--- src/pkg/qfc_map.svh ---
/*
  Opcodes, frame layout and timing counts for the four-line flash host.
  Assumes a 200 MHz core clock; included by bare name.
*/
`ifndef QFC_MAP_SVH
`define QFC_MAP_SVH
`define Q_WPL_SET 8'h06
`define Q_WPL_CLR 8'h04
`define Q_VOL_ARM 8'h50
`define Q_LOCK 8'h36
`define Q_UNLOCK 8'h39
`define Q_LOCK_RD_A 8'h3C
`define Q_LOCK_RD_B 8'h3D
`define Q_GLB_LOCK 8'h7E
`define Q_GLB_UNLOCK 8'h98
`define Q_SR_LO_RD 8'h05
`define Q_SR_HI_RD 8'h35
`define Q_CFG_RD 8'h15
`define Q_SR_LO_WR 8'h01
`define Q_SR_HI_WR 8'h31
`define Q_CFG_WR 8'h11
`define Q_PROG 8'h02
`define Q_PG_ERASE 8'h81
`define Q_SEC_ERASE 8'h20
`define Q_B32_ERASE 8'h52
`define Q_B64_ERASE 8'hD8
`define Q_CHIP_ERASE_A 8'h60
`define Q_CHIP_ERASE_B 8'hC7
`define Q_SUSP_A 8'h75
`define Q_SUSP_B 8'hB0
`define Q_RESUME_A 8'h7A
`define Q_RESUME_B 8'h30
`define Q_DPD 8'hB9
`define Q_SIG_RD 8'hAB
`define Q_RD_PARAM 8'hC0
`define Q_FAST_RD 8'h0B
`define Q_WRAP_RD 8'h0C
`define Q_QIO_RD 8'hEB
`define Q_ID_RD 8'h90
`define Q_JEDEC_RD 8'h9F
`define Q_QPI_EXIT 8'hFF
`define Q_RST_EN 8'h66
`define Q_RST 8'h99
`define Q_OP_NIB 4'h2
`define Q_ADDR_NIB 4'h8
`define Q_DMY_NIB 4'h2
`define Q_JEDEC_MAX 16'h0003
`define Q_CLK_PS 5000
`define Q_CS_GAP_NS 30
`define Q_CS_GAP_CYC ((`Q_CS_GAP_NS * 1000 + `Q_CLK_PS - 1) / `Q_CLK_PS)
`endif

--- src/pkg/qfc_pkg.sv ---
/*
  Types of the four-line flash host: states, command carrier, opcode format.
  Assumes nothing of its surroundings.
*/
package qfc_pkg;
  typedef enum logic [2:0] {
    S_IDLE, S_SHIFT, S_DMY, S_WSTALL, S_WDATA, S_RDATA, S_GAP
  } qfc_state_t;
  typedef enum logic [1:0] {DIR_NONE, DIR_WR, DIR_RD} qfc_dir_t;
  typedef struct packed {
    logic [7:0] opcode;
    logic [23:0] addr;
    logic [15:0] len;
  } qfc_cmd_t;
  typedef struct packed {
    logic ok;
    logic addr;
    logic dmy;
    qfc_dir_t dir;
    logic one;
    logic max3;
  } qfc_fmt_t;
endpackage

--- src/verilog/qfc_host.sv ---
/*
  Host controller driving a serial NOR flash in four-line command mode.
  Assumes the bench resolves the four data wires from o_io_oe and that the
  flash launches read nibbles on the falling edge of o_sclk.
*/
//
// Contract
// - 06h sets write-permit latch, no trailing bytes
// - 04h clears write-permit latch, no trailing bytes
// - 50h arms next status write volatile
// - 36h/39h lock/unlock, 3Ch/3Dh read lock, 3 address
// - 7Eh locks every block
// - 98h unlocks every block
// - 01h/31h write one status byte
// - 11h writes one configuration byte
// - 81h/20h/52h erase page/sector/block, 3 address
// - D8h erases 64K block; 60h/C7h whole array
// - B9h enters deep power-down
// - ABh 3 address, one signature, leaves power-down
// - C0h byte sets read dummy and wrap; the host's dummy phase stays Q_DMY_NIB (2 nibbles) whatever the byte holds
// - 0Bh address, dummy, stream until deselect
// - 0Ch address, dummy, wrapped burst stream
// - EBh address, dummy, stream on four lines
// - FFh leaves four-line mode
// - Two nibbles per byte, high nibble first
`timescale 1ns/1ps
`include "qfc_map.svh"
module qfc_host #(
  parameter int HALF = 4,
  parameter int GAP = `Q_CS_GAP_CYC
) (
  input wire logic i_core_clk,
  input wire logic i_rst_n,
  input wire logic i_cmd_valid,
  input wire qfc_pkg::qfc_cmd_t i_cmd,
  output logic o_cmd_ready,
  output logic o_cmd_err,
  input wire logic i_wr_valid,
  input wire logic [7:0] i_wr_data,
  output logic o_wr_ready,
  output logic o_rd_valid,
  output logic [7:0] o_rd_data,
  output logic o_busy,
  input wire logic i_qpi_resume,
  output logic o_wpl,
  output logic o_vol_armed,
  output logic o_deep_pd,
  output logic o_suspended,
  output logic o_qpi_active,
  output logic [7:0] o_read_param,
  output logic o_cs_n,
  output logic o_sclk,
  input wire logic [3:0] i_io_in,
  output logic [3:0] o_io_out,
  output logic [3:0] o_io_oe
);
  localparam logic [7:0] PH_LAST = 8'(2 * HALF - 1);
  localparam logic [7:0] PH_HALF = 8'(HALF);
  localparam logic [7:0] GAP_LAST = 8'(GAP - 1);

  function automatic qfc_pkg::qfc_fmt_t fmt_of(input logic [7:0] op);
    qfc_pkg::qfc_fmt_t f;
    f = '0;
    f.dir = qfc_pkg::DIR_NONE;
    case (op)
      `Q_WPL_SET, `Q_WPL_CLR, `Q_VOL_ARM, `Q_GLB_LOCK, `Q_GLB_UNLOCK,
      `Q_CHIP_ERASE_A, `Q_CHIP_ERASE_B, `Q_SUSP_A, `Q_SUSP_B, `Q_RESUME_A,
      `Q_RESUME_B, `Q_DPD, `Q_RST_EN, `Q_RST, `Q_QPI_EXIT: begin
        f.ok = 1'b1;
      end
      `Q_LOCK, `Q_UNLOCK, `Q_PG_ERASE, `Q_SEC_ERASE, `Q_B32_ERASE,
      `Q_B64_ERASE: begin
        f.ok = 1'b1;
        f.addr = 1'b1;
      end
      `Q_LOCK_RD_A, `Q_LOCK_RD_B, `Q_SIG_RD: begin
        f = '{ok: 1'b1, addr: 1'b1, dmy: 1'b0, dir: qfc_pkg::DIR_RD, one: 1'b1, max3: 1'b0};
      end
      `Q_SR_LO_RD, `Q_SR_HI_RD, `Q_CFG_RD: begin
        f = '{ok: 1'b1, addr: 1'b0, dmy: 1'b0, dir: qfc_pkg::DIR_RD, one: 1'b1, max3: 1'b0};
      end
      `Q_SR_LO_WR, `Q_SR_HI_WR, `Q_CFG_WR, `Q_RD_PARAM: begin
        f = '{ok: 1'b1, addr: 1'b0, dmy: 1'b0, dir: qfc_pkg::DIR_WR, one: 1'b1, max3: 1'b0};
      end
      `Q_FAST_RD, `Q_WRAP_RD, `Q_QIO_RD: begin
        f = '{ok: 1'b1, addr: 1'b1, dmy: 1'b1, dir: qfc_pkg::DIR_RD, one: 1'b0, max3: 1'b0};
      end
      `Q_ID_RD: begin
        f = '{ok: 1'b1, addr: 1'b1, dmy: 1'b0, dir: qfc_pkg::DIR_RD, one: 1'b0, max3: 1'b0};
      end
      `Q_JEDEC_RD: begin
        f = '{ok: 1'b1, addr: 1'b0, dmy: 1'b0, dir: qfc_pkg::DIR_RD, one: 1'b0, max3: 1'b1};
      end
      `Q_PROG: begin
        f = '{ok: 1'b1, addr: 1'b1, dmy: 1'b0, dir: qfc_pkg::DIR_WR, one: 1'b0, max3: 1'b0};
      end
      default: f = '0;
    endcase
    return f;
  endfunction

  qfc_pkg::qfc_state_t state_r;
  qfc_pkg::qfc_fmt_t fmt_r;
  logic [7:0] op_r, last_op_r, ph_r, ph_nxt, gap_r, rd_data_r, param_r;
  logic [31:0] sh_r;
  logic [3:0] nib_r, io_out_r, oe_r, wlo_r, rd_hi_r, io_s1_r, io_s2_r;
  logic [15:0] cnt_r;
  logic half_r, cs_n_r, sclk_r, rd_valid_r, err_r;
  logic wpl_r, vol_r, dpd_r, susp_r, qpi_r;

  wire qfc_pkg::qfc_fmt_t fmt_in = fmt_of(i_cmd.opcode);
  wire idle = state_r == qfc_pkg::S_IDLE;
  wire take = i_cmd_valid && idle;
  wire bad_rst = i_cmd.opcode == `Q_RST && last_op_r != `Q_RST_EN;
  wire bad_dpd = dpd_r && i_cmd.opcode != `Q_SIG_RD;
  wire bad = !fmt_in.ok || !qpi_r || bad_rst || bad_dpd;
  wire start = take && !bad;
  wire [15:0] len1 = (i_cmd.len == 16'h0000) ? 16'h0001 : i_cmd.len;
  wire [15:0] len3 = (len1 > `Q_JEDEC_MAX) ? `Q_JEDEC_MAX : len1;
  wire [15:0] n_bytes = (fmt_in.dir == qfc_pkg::DIR_NONE) ? 16'h0000 :
                        fmt_in.one ? 16'h0001 : fmt_in.max3 ? len3 : len1;
  wire run = state_r == qfc_pkg::S_SHIFT || state_r == qfc_pkg::S_DMY ||
             state_r == qfc_pkg::S_WDATA || state_r == qfc_pkg::S_RDATA;
  wire tick = run && ph_r == PH_LAST;
  wire fx = state_r == qfc_pkg::S_GAP && gap_r == 8'h00;
  wire wtake = state_r == qfc_pkg::S_WSTALL && i_wr_valid;
  // Ops that finish a write cycle and drop the latch
  wire wpl_drop = op_r == `Q_WPL_CLR || op_r == `Q_SR_LO_WR || op_r == `Q_SR_HI_WR ||
                  op_r == `Q_CFG_WR || op_r == `Q_PROG || op_r == `Q_PG_ERASE ||
                  op_r == `Q_SEC_ERASE || op_r == `Q_B32_ERASE || op_r == `Q_B64_ERASE ||
                  op_r == `Q_CHIP_ERASE_A || op_r == `Q_CHIP_ERASE_B || op_r == `Q_RST;

  assign ph_nxt = !run ? 8'h00 : tick ? 8'h00 : ph_r + 8'h01;
  assign o_cmd_ready = idle;
  assign o_wr_ready = state_r == qfc_pkg::S_WSTALL;
  assign o_busy = !idle;
  assign o_cmd_err = err_r;
  assign o_rd_valid = rd_valid_r;
  assign o_rd_data = rd_data_r;
  assign o_wpl = wpl_r;
  assign o_vol_armed = vol_r;
  assign o_deep_pd = dpd_r;
  assign o_suspended = susp_r;
  assign o_qpi_active = qpi_r;
  assign o_read_param = param_r;
  assign o_cs_n = cs_n_r;
  assign o_sclk = sclk_r;
  assign o_io_out = io_out_r;
  assign o_io_oe = oe_r;

  // Pin synchroniser
  always_ff @(posedge i_core_clk or negedge i_rst_n) begin
    if (!i_rst_n) begin
      io_s1_r <= 4'h0;
      io_s2_r <= 4'h0;
    end else begin
      io_s1_r <= i_io_in;
      io_s2_r <= io_s1_r;
    end
  end

  always_ff @(posedge i_core_clk or negedge i_rst_n) begin
    if (!i_rst_n) begin
      ph_r <= 8'h00;
      sclk_r <= 1'b0;
      gap_r <= 8'h00;
      err_r <= 1'b0;
    end else begin
      ph_r <= ph_nxt;
      sclk_r <= run && ph_nxt >= PH_HALF;
      gap_r <= (state_r == qfc_pkg::S_GAP) ? gap_r + 8'h01 : 8'h00;
      err_r <= take && bad;
    end
  end

  always_ff @(posedge i_core_clk or negedge i_rst_n) begin
    if (!i_rst_n) begin
      state_r <= qfc_pkg::S_IDLE;
      fmt_r <= '0;
      op_r <= 8'h00;
      sh_r <= 32'h0000_0000;
      nib_r <= 4'h0;
      cnt_r <= 16'h0000;
      half_r <= 1'b0;
      cs_n_r <= 1'b1;
      io_out_r <= 4'h0;
      oe_r <= 4'h0;
      wlo_r <= 4'h0;
      rd_hi_r <= 4'h0;
    end else begin
      case (state_r)
        qfc_pkg::S_IDLE: if (start) begin
          state_r <= qfc_pkg::S_SHIFT;
          fmt_r <= fmt_in;
          op_r <= i_cmd.opcode;
          sh_r <= {i_cmd.opcode, i_cmd.addr};
          nib_r <= fmt_in.addr ? `Q_ADDR_NIB : `Q_OP_NIB;
          cnt_r <= n_bytes;
          cs_n_r <= 1'b0;
          oe_r <= 4'hF;
          io_out_r <= i_cmd.opcode[7:4];
        end
        qfc_pkg::S_SHIFT: if (tick) begin
          if (nib_r != 4'h1) begin
            sh_r <= {sh_r[27:0], 4'h0};
            io_out_r <= sh_r[27:24];
            nib_r <= nib_r - 4'h1;
          end else if (fmt_r.dmy) begin
            state_r <= qfc_pkg::S_DMY;
            nib_r <= `Q_DMY_NIB;
            oe_r <= 4'h0;
          end else if (fmt_r.dir == qfc_pkg::DIR_WR) begin
            state_r <= qfc_pkg::S_WSTALL;
          end else if (fmt_r.dir == qfc_pkg::DIR_RD) begin
            state_r <= qfc_pkg::S_RDATA;
            oe_r <= 4'h0;
            half_r <= 1'b0;
          end else begin
            state_r <= qfc_pkg::S_GAP;
            cs_n_r <= 1'b1;
            oe_r <= 4'h0;
          end
        end
        qfc_pkg::S_DMY: if (tick) begin
          if (nib_r != 4'h1) begin
            nib_r <= nib_r - 4'h1;
          end else begin
            state_r <= qfc_pkg::S_RDATA;
            half_r <= 1'b0;
          end
        end
        // write byte waits with clock low
        qfc_pkg::S_WSTALL: if (i_wr_valid) begin
          io_out_r <= i_wr_data[7:4];
          wlo_r <= i_wr_data[3:0];
          half_r <= 1'b0;
          state_r <= qfc_pkg::S_WDATA;
        end
        qfc_pkg::S_WDATA: if (tick) begin
          if (!half_r) begin
            io_out_r <= wlo_r;
            half_r <= 1'b1;
          end else if (cnt_r == 16'h0001) begin
            state_r <= qfc_pkg::S_GAP;
            cs_n_r <= 1'b1;
            oe_r <= 4'h0;
          end else begin
            cnt_r <= cnt_r - 16'h0001;
            state_r <= qfc_pkg::S_WSTALL;
          end
        end
        qfc_pkg::S_RDATA: if (tick) begin
          if (!half_r) begin
            rd_hi_r <= io_s2_r;
            half_r <= 1'b1;
          end else begin
            half_r <= 1'b0;
            if (cnt_r == 16'h0001) begin
              state_r <= qfc_pkg::S_GAP;
              cs_n_r <= 1'b1;
            end else begin
              cnt_r <= cnt_r - 16'h0001;
            end
          end
        end
        qfc_pkg::S_GAP: if (gap_r == GAP_LAST) begin
          state_r <= qfc_pkg::S_IDLE;
        end
        default: state_r <= qfc_pkg::S_IDLE;
      endcase
    end
  end

  always_ff @(posedge i_core_clk or negedge i_rst_n) begin
    if (!i_rst_n) begin
      rd_valid_r <= 1'b0;
      rd_data_r <= 8'h00;
    end else begin
      rd_valid_r <= state_r == qfc_pkg::S_RDATA && tick && half_r;
      if (state_r == qfc_pkg::S_RDATA && tick && half_r) begin
        rd_data_r <= {rd_hi_r, io_s2_r};
      end
    end
  end

  // Shadows of device state, updated one cycle after cs rises; read param when its byte is taken, four-line mode also on i_qpi_resume
  always_ff @(posedge i_core_clk or negedge i_rst_n) begin
    if (!i_rst_n) begin
      wpl_r <= 1'b0;
      vol_r <= 1'b0;
      dpd_r <= 1'b0;
      susp_r <= 1'b0;
      qpi_r <= 1'b1;
      last_op_r <= 8'h00;
      param_r <= 8'h00;
    end else begin
      if (wtake && op_r == `Q_RD_PARAM) begin
        param_r <= i_wr_data;
      end
      if (fx) begin
        last_op_r <= op_r;
        if (op_r == `Q_WPL_SET) begin
          wpl_r <= 1'b1;
        end else if (wpl_drop) begin
          wpl_r <= 1'b0;
        end
        vol_r <= op_r == `Q_VOL_ARM;
        if (op_r == `Q_DPD) begin
          dpd_r <= 1'b1;
        end else if (op_r == `Q_SIG_RD || op_r == `Q_RST) begin
          dpd_r <= 1'b0;
        end
        if (op_r == `Q_SUSP_A || op_r == `Q_SUSP_B) begin
          susp_r <= 1'b1;
        end else if (op_r == `Q_RESUME_A || op_r == `Q_RESUME_B || op_r == `Q_RST) begin
          susp_r <= 1'b0;
        end
      end
      if (fx && op_r == `Q_QPI_EXIT) begin
        qpi_r <= 1'b0;
      end else if (i_qpi_resume) begin
        qpi_r <= 1'b1;
      end
    end
  end

  a_wpl_set: assert property (@(posedge i_core_clk) disable iff (!i_rst_n)
    fx && op_r == `Q_WPL_SET |=> o_wpl) else $error("latch not set");
  a_wpl_clear: assert property (@(posedge i_core_clk) disable iff (!i_rst_n)
    fx && op_r == `Q_WPL_CLR |=> !o_wpl) else $error("latch not cleared");
  a_vol_arm: assert property (@(posedge i_core_clk) disable iff (!i_rst_n)
    fx && op_r == `Q_VOL_ARM |=> o_vol_armed) else $error("volatile arm lost");
  a_dpd_enter: assert property (@(posedge i_core_clk) disable iff (!i_rst_n)
    fx && op_r == `Q_DPD |=> o_deep_pd) else $error("power-down not tracked");
  a_dpd_exit: assert property (@(posedge i_core_clk) disable iff (!i_rst_n)
    fx && op_r == `Q_SIG_RD |=> !o_deep_pd) else $error("power-down not left");
  a_rst_pair: assert property (@(posedge i_core_clk) disable iff (!i_rst_n)
    take && i_cmd.opcode == `Q_RST && last_op_r != `Q_RST_EN |=> o_cmd_err && o_cs_n)
    else $error("unpaired reset sent");
  a_qpi_exit: assert property (@(posedge i_core_clk) disable iff (!i_rst_n)
    fx && op_r == `Q_QPI_EXIT && !i_qpi_resume |=> !o_qpi_active) else $error("mode kept");
  a_read_release: assert property (@(posedge i_core_clk) disable iff (!i_rst_n)
    state_r == qfc_pkg::S_RDATA || state_r == qfc_pkg::S_DMY |-> o_io_oe == 4'h0)
    else $error("lines driven during read");
  a_jedec_cap: assert property (@(posedge i_core_clk) disable iff (!i_rst_n)
    state_r == qfc_pkg::S_RDATA && op_r == `Q_JEDEC_RD |-> cnt_r <= `Q_JEDEC_MAX)
    else $error("identification read too long");
  a_opcode_first: assert property (@(posedge i_core_clk) disable iff (!i_rst_n)
    $fell(o_cs_n) |-> o_io_out == op_r[7:4] && o_io_oe == 4'hF && !o_sclk)
    else $error("opcode nibble order");
  a_write_high: assert property (@(posedge i_core_clk) disable iff (!i_rst_n)
    wtake |=> {o_io_out, 4'h0} == ($past(i_wr_data) & 8'hF0) && !o_sclk)
    else $error("write nibble order");
endmodule // qfc_host

--- config.mk ---
export PLATFORM = sky130hd
export DESIGN_NAME = qfc_host
export DESIGN_NICKNAME = d
export VERILOG_FILES = /design/src/pkg/qfc_pkg.sv /design/src/verilog/qfc_host.sv
export VERILOG_INCLUDE_DIRS = /design/src /design/src/pkg
export SDC_FILE = /design/constraint.sdc
export NUM_CORES = 1
export LEC_CHECK = 0
export BUFFER_PORTS_ARGS = -buffer_cell sky130_fd_sc_hd__buf_4
export CORE_MARGIN = 2
export CORE_UTILIZATION = 25
export CTS_CLUSTER_SIZE = 30
export DETAILED_ROUTE_END_ITERATION = 12
export PLACE_DENSITY_LB_ADDON = 0.1
export SLEW_MARGIN = 30
export SYNTH_ARGS = -nofsm -noshare
export SYNTH_HDL_FRONTEND = slang
export SYNTH_SLANG_ARGS = --single-unit
--- constraint.sdc ---
create_clock -name i_core_clk -period 2.6 [get_ports i_core_clk]
set_input_delay 0.26 -clock i_core_clk [delete_from_list [all_inputs] [get_ports i_core_clk]]
set_output_delay 0.26 -clock i_core_clk [all_outputs]
set_load 0.1 [all_outputs]
==> flow_metrics.tcl <==
set metrics [dict create \
    gp_congestion 0.799 \
    cp-startpoint "ph_r[4]" \
    clock_path_buffers 2 \
    max-vdd-ir-drop_uv 411 \
    fmax_mhz 413 \
    p_leak_nw 4.45 \
    crit_fanout 24 \
    ctsHtreeMaxLevel 4 \
    synth_area_per_cell_sq_um 9.78 \
    ys_seq_area_frac 0.451 \
    reg2regPathDepth 7 \
    wl_per_cell_microns 15.7 \
    root_buffer "clkbuf_16" \
    drc 0 \
    slowest_stage "or4_1" \
    postRouteAntennaNets 0 \
    cp-end-kind "flop" \
    clkLatencyLatePin_ns 0.42 \
    die_x_microns 176 \
    switching_share 0.250 \
    dp.cells 1258 \
    yosysMostFrequentCell "dfrtp_1" \
    met1_usage 0.192 \
    finalCritPeriodShare 0.932 \
    ioPinCount 101 \
    seqPwrFrac 0.415 \
    drt-total-wl_microns 20400 \
    drive_gt1_frac 0.335 \
    setup.worst_path.start_class "flop" \
    grtUsageMet2 0.220 \
    multiInputGateArea_sq_mm 0.00374 \
    rr_endpoint "sh_r[7]" \
    path_cells "or4_1, nor3_2, nand2_1, nor2_2, o21a_1, buf_12, mux2_2" \
    timing.rr.start "ph_r[4]" \
    finClkSkew_ns 0.0190 \
    fin_cells 1294 \
    cts-buffers-inserted 17 \
    antenna_found_initial 0 \
    hold_slack_ns 0.0660 \
    rows 62 \
    cts_tree "built" \
    hold_class "in2reg" \
    whs_path_depth 2 \
    syn-num-nets 831 \
    syn_area_sq_mm 0.00738 \
    yosysWarningCount 0 \
    grt-ovfl-total 0 \
    async_reset_ff_frac 1.00 \
    regArea_sq_mm 0.00333 \
    grt_max_degree 134 \
    cts_setup_buffers 0 \
    dieArea_sq_mm 0.0309 \
    syn_to_final_growth_pct 31.0 \
    critPathKind "reg2reg" \
    grt_busiest_layer "met2" \
    combPwrFrac 0.076 \
    die_h_microns 176 \
    fp.coreArea_sq_mm 0.0289 \
    drv_cap 0 \
    worst_slew_pin_slew_ns 0.746 \
    synthFlopType "dfrtp_1" \
    portBuffers 100 \
    synth_top_area_frac 0.444 \
    cell_internal_pwr_w 0.00379 \
    synth_top_cells_by_area "dfrtp_1 44%, mux2_2 9.3%, mux2_4 4.1%" \
    relSlewSlack 0.502 \
    grt_use_total 0.138 \
    first_pass_iters 4 \
    clk_pin_slew_ns 0.06 \
    grt_pass1_wl_microns 33700 \
    drt_iter0_markers 454 \
    power_w 0.00505 \
    fillers 3023 \
    cp.arrival_ns 2.73 \
    power_density_mw_per_mm2 522 \
    grt_setup_unrepaired "no" \
    ys_ff_latch 133 \
    setup_viol 0 \
    syn_inst 755 \
    cp-endpoint "sh_r[7]" \
    via_per_inst 4.64 \
    crit_required_ns 2.90 \
    cts.sinks 133 \
    use_met3 0.0251 \
    initial_core_util 0.256 \
    r2r_slack_ns 0.18 \
    routed-via-count 5999 \
    status "complete, no violations" \
    cpPeakStageDelay_ns 0.56 \
    final-hold-violation-count 0 \
    ys_top_cells_by_count "131 x dfrtp_1, 79 x nor2_1, 69 x nand2_1" \
    grt_pass1_vias 6160 \
    pwr-share-clk 0.509 \
    finalMaxSlewViolations 0 \
    min_period_ns 2.42 \
    synth_edf_count 0 \
    dpl.hpwl_microns 14700 \
    synth_cell_type_count 73 \
    n_antenna_cell 0 \
    power_switching_w 0.00126 \
    nets 974 \
    yosysTopAreaCell "dfrtp_1" \
]
[power by group through the flow]
stage / combinational (W) / sequential [W] / clock [W]
floorplan: 0.0000944 / 0.00220 / 0
global placement: 0.000388 / 0.00214 / 0
detailed placement: 0.000385 / 0.00214 / 0
CTS: 0.000392 / 0.00210 / 0.00266
global route: 0.000419 / 0.00210 / 0.00276
finish: 0.000384 / 0.00210 / 0.00257
[flip-flops by register name, indices dropped and copies added, names as in the netlist, 8 cells and up]
register      count
gap_r             8
o_rd_data         8
op_r              8
ph_r              8
last_op_r         8
o_read_param      8
sh_r             28
cnt_r            16
[final cells by class]
| class | instances | area share |
|---|---|---|
| Inverter | 23 | 0.00931 |
| Tap cell | 384 | 0.0497 |
| Timing Repair Buffer | 177 | 0.147 |
| Multi-Input combinational cell | 546 | 0.387 |
| Clock inverter | 14 | 0.0195 |
| Sequential cell | 133 | 0.344 |
| Clock buffer | 17 | 0.0440 |
[cells by family (layout without fill, tap and decap cells)]
family,count (synthesis),count (layout),share of synthesized area
AOI/OAI and AO/OA,152,152,0.130
and+or+nand+nor,282,282,0.192
adders and majority gates,11,11,0.0186
buffers and inverters,76,231,0.0493
xor gates and xnor gates,13,13,0.0154
muxes,88,88,0.143
DFF,133,133,0.451
[per-stage QoR]
stage | instance area, sq um | util | setup TNS (ns) | setup WS [ns]
finish | 9680 | 0.335 | 0 | 0.178
global route | 9680 | 0.335 | 0 | 0.0130
CTS | 9660 | 0.335 | 0 | 0.0466
detailed placement | 9000 | 0.312 | -1.63 | -0.0621
global placement | 9000 | 0.312 | -1.54 | -0.0770
floorplan | 7420 | - | 0 | 0.00633
[metal layers]
metal  share of wire  vias to the layer above
li1                -                     2999
met5               0                        -
met2            0.47                      104
met1            0.50                     2887
met3           0.031                        9
met4          0.0086                        0
[how the worst min path moves through the flow]
stage | from | endpoint | slack, ns
after floorplan | i_rst_n | cnt_r[0] | -0.04
after global placement | io_s1_r[1] | io_s2_r[1] | 0.34
after detailed placement | io_s1_r[3] | io_s2_r[3] | 0.33
after CTS | i_cmd[17] | sh_r[1] | 0.05
after global routing | i_cmd[17] | sh_r[1] | 0.06
final | i_cmd[17] | sh_r[1] | 0.07
[what timing repair did]
action,4_1_cts,5_1_grt
setup endpoints to repair,0,25
gates resized for setup,0,3
hold endpoints to repair,26,0
hold buffers,5,0
[layout by cell type (no fill, tap or decap), types with 4 or more instances in the layout]
cell type	instances
mux2_2	61
xor2_1	8
o211ai_1	5
a21oi_1	35
inv_1	21
buf_12	6
dfrtp_1	131
nand3b_1	4
and3b_1	4
nand2_1	67
o21ai_0	55
xnor2_1	5
nand3_1	27
nor2b_1	6
inv_6	6
nor4_1	12
or4_1	4
nand4_1	9
a22o_1	4
buf_4	165
a31oi_1	4
mux2_4	20
a22oi_1	5
dlygate4sd3_1	5
ha_1	11
nor3_1	16
and2_1	7
or3_1	9
clkbuf_16	17
and3_1	8
nor2_1	77
mux2i_1	7
nand2b_1	6
[critical path, delay by kind of cell (launching register included)]
| kind | cells | cell delay (ns) |
|---|---|---|
| muxes | 1 | 0.35 |
| and+or+nand+nor | 4 | 1.14 |
| AOI/OAI and AO/OA | 1 | 0.18 |
| buffers and inverters | 1 | 0.22 |
| DFF | 1 | 0.41 |
(Power assumes the default switching activity.)
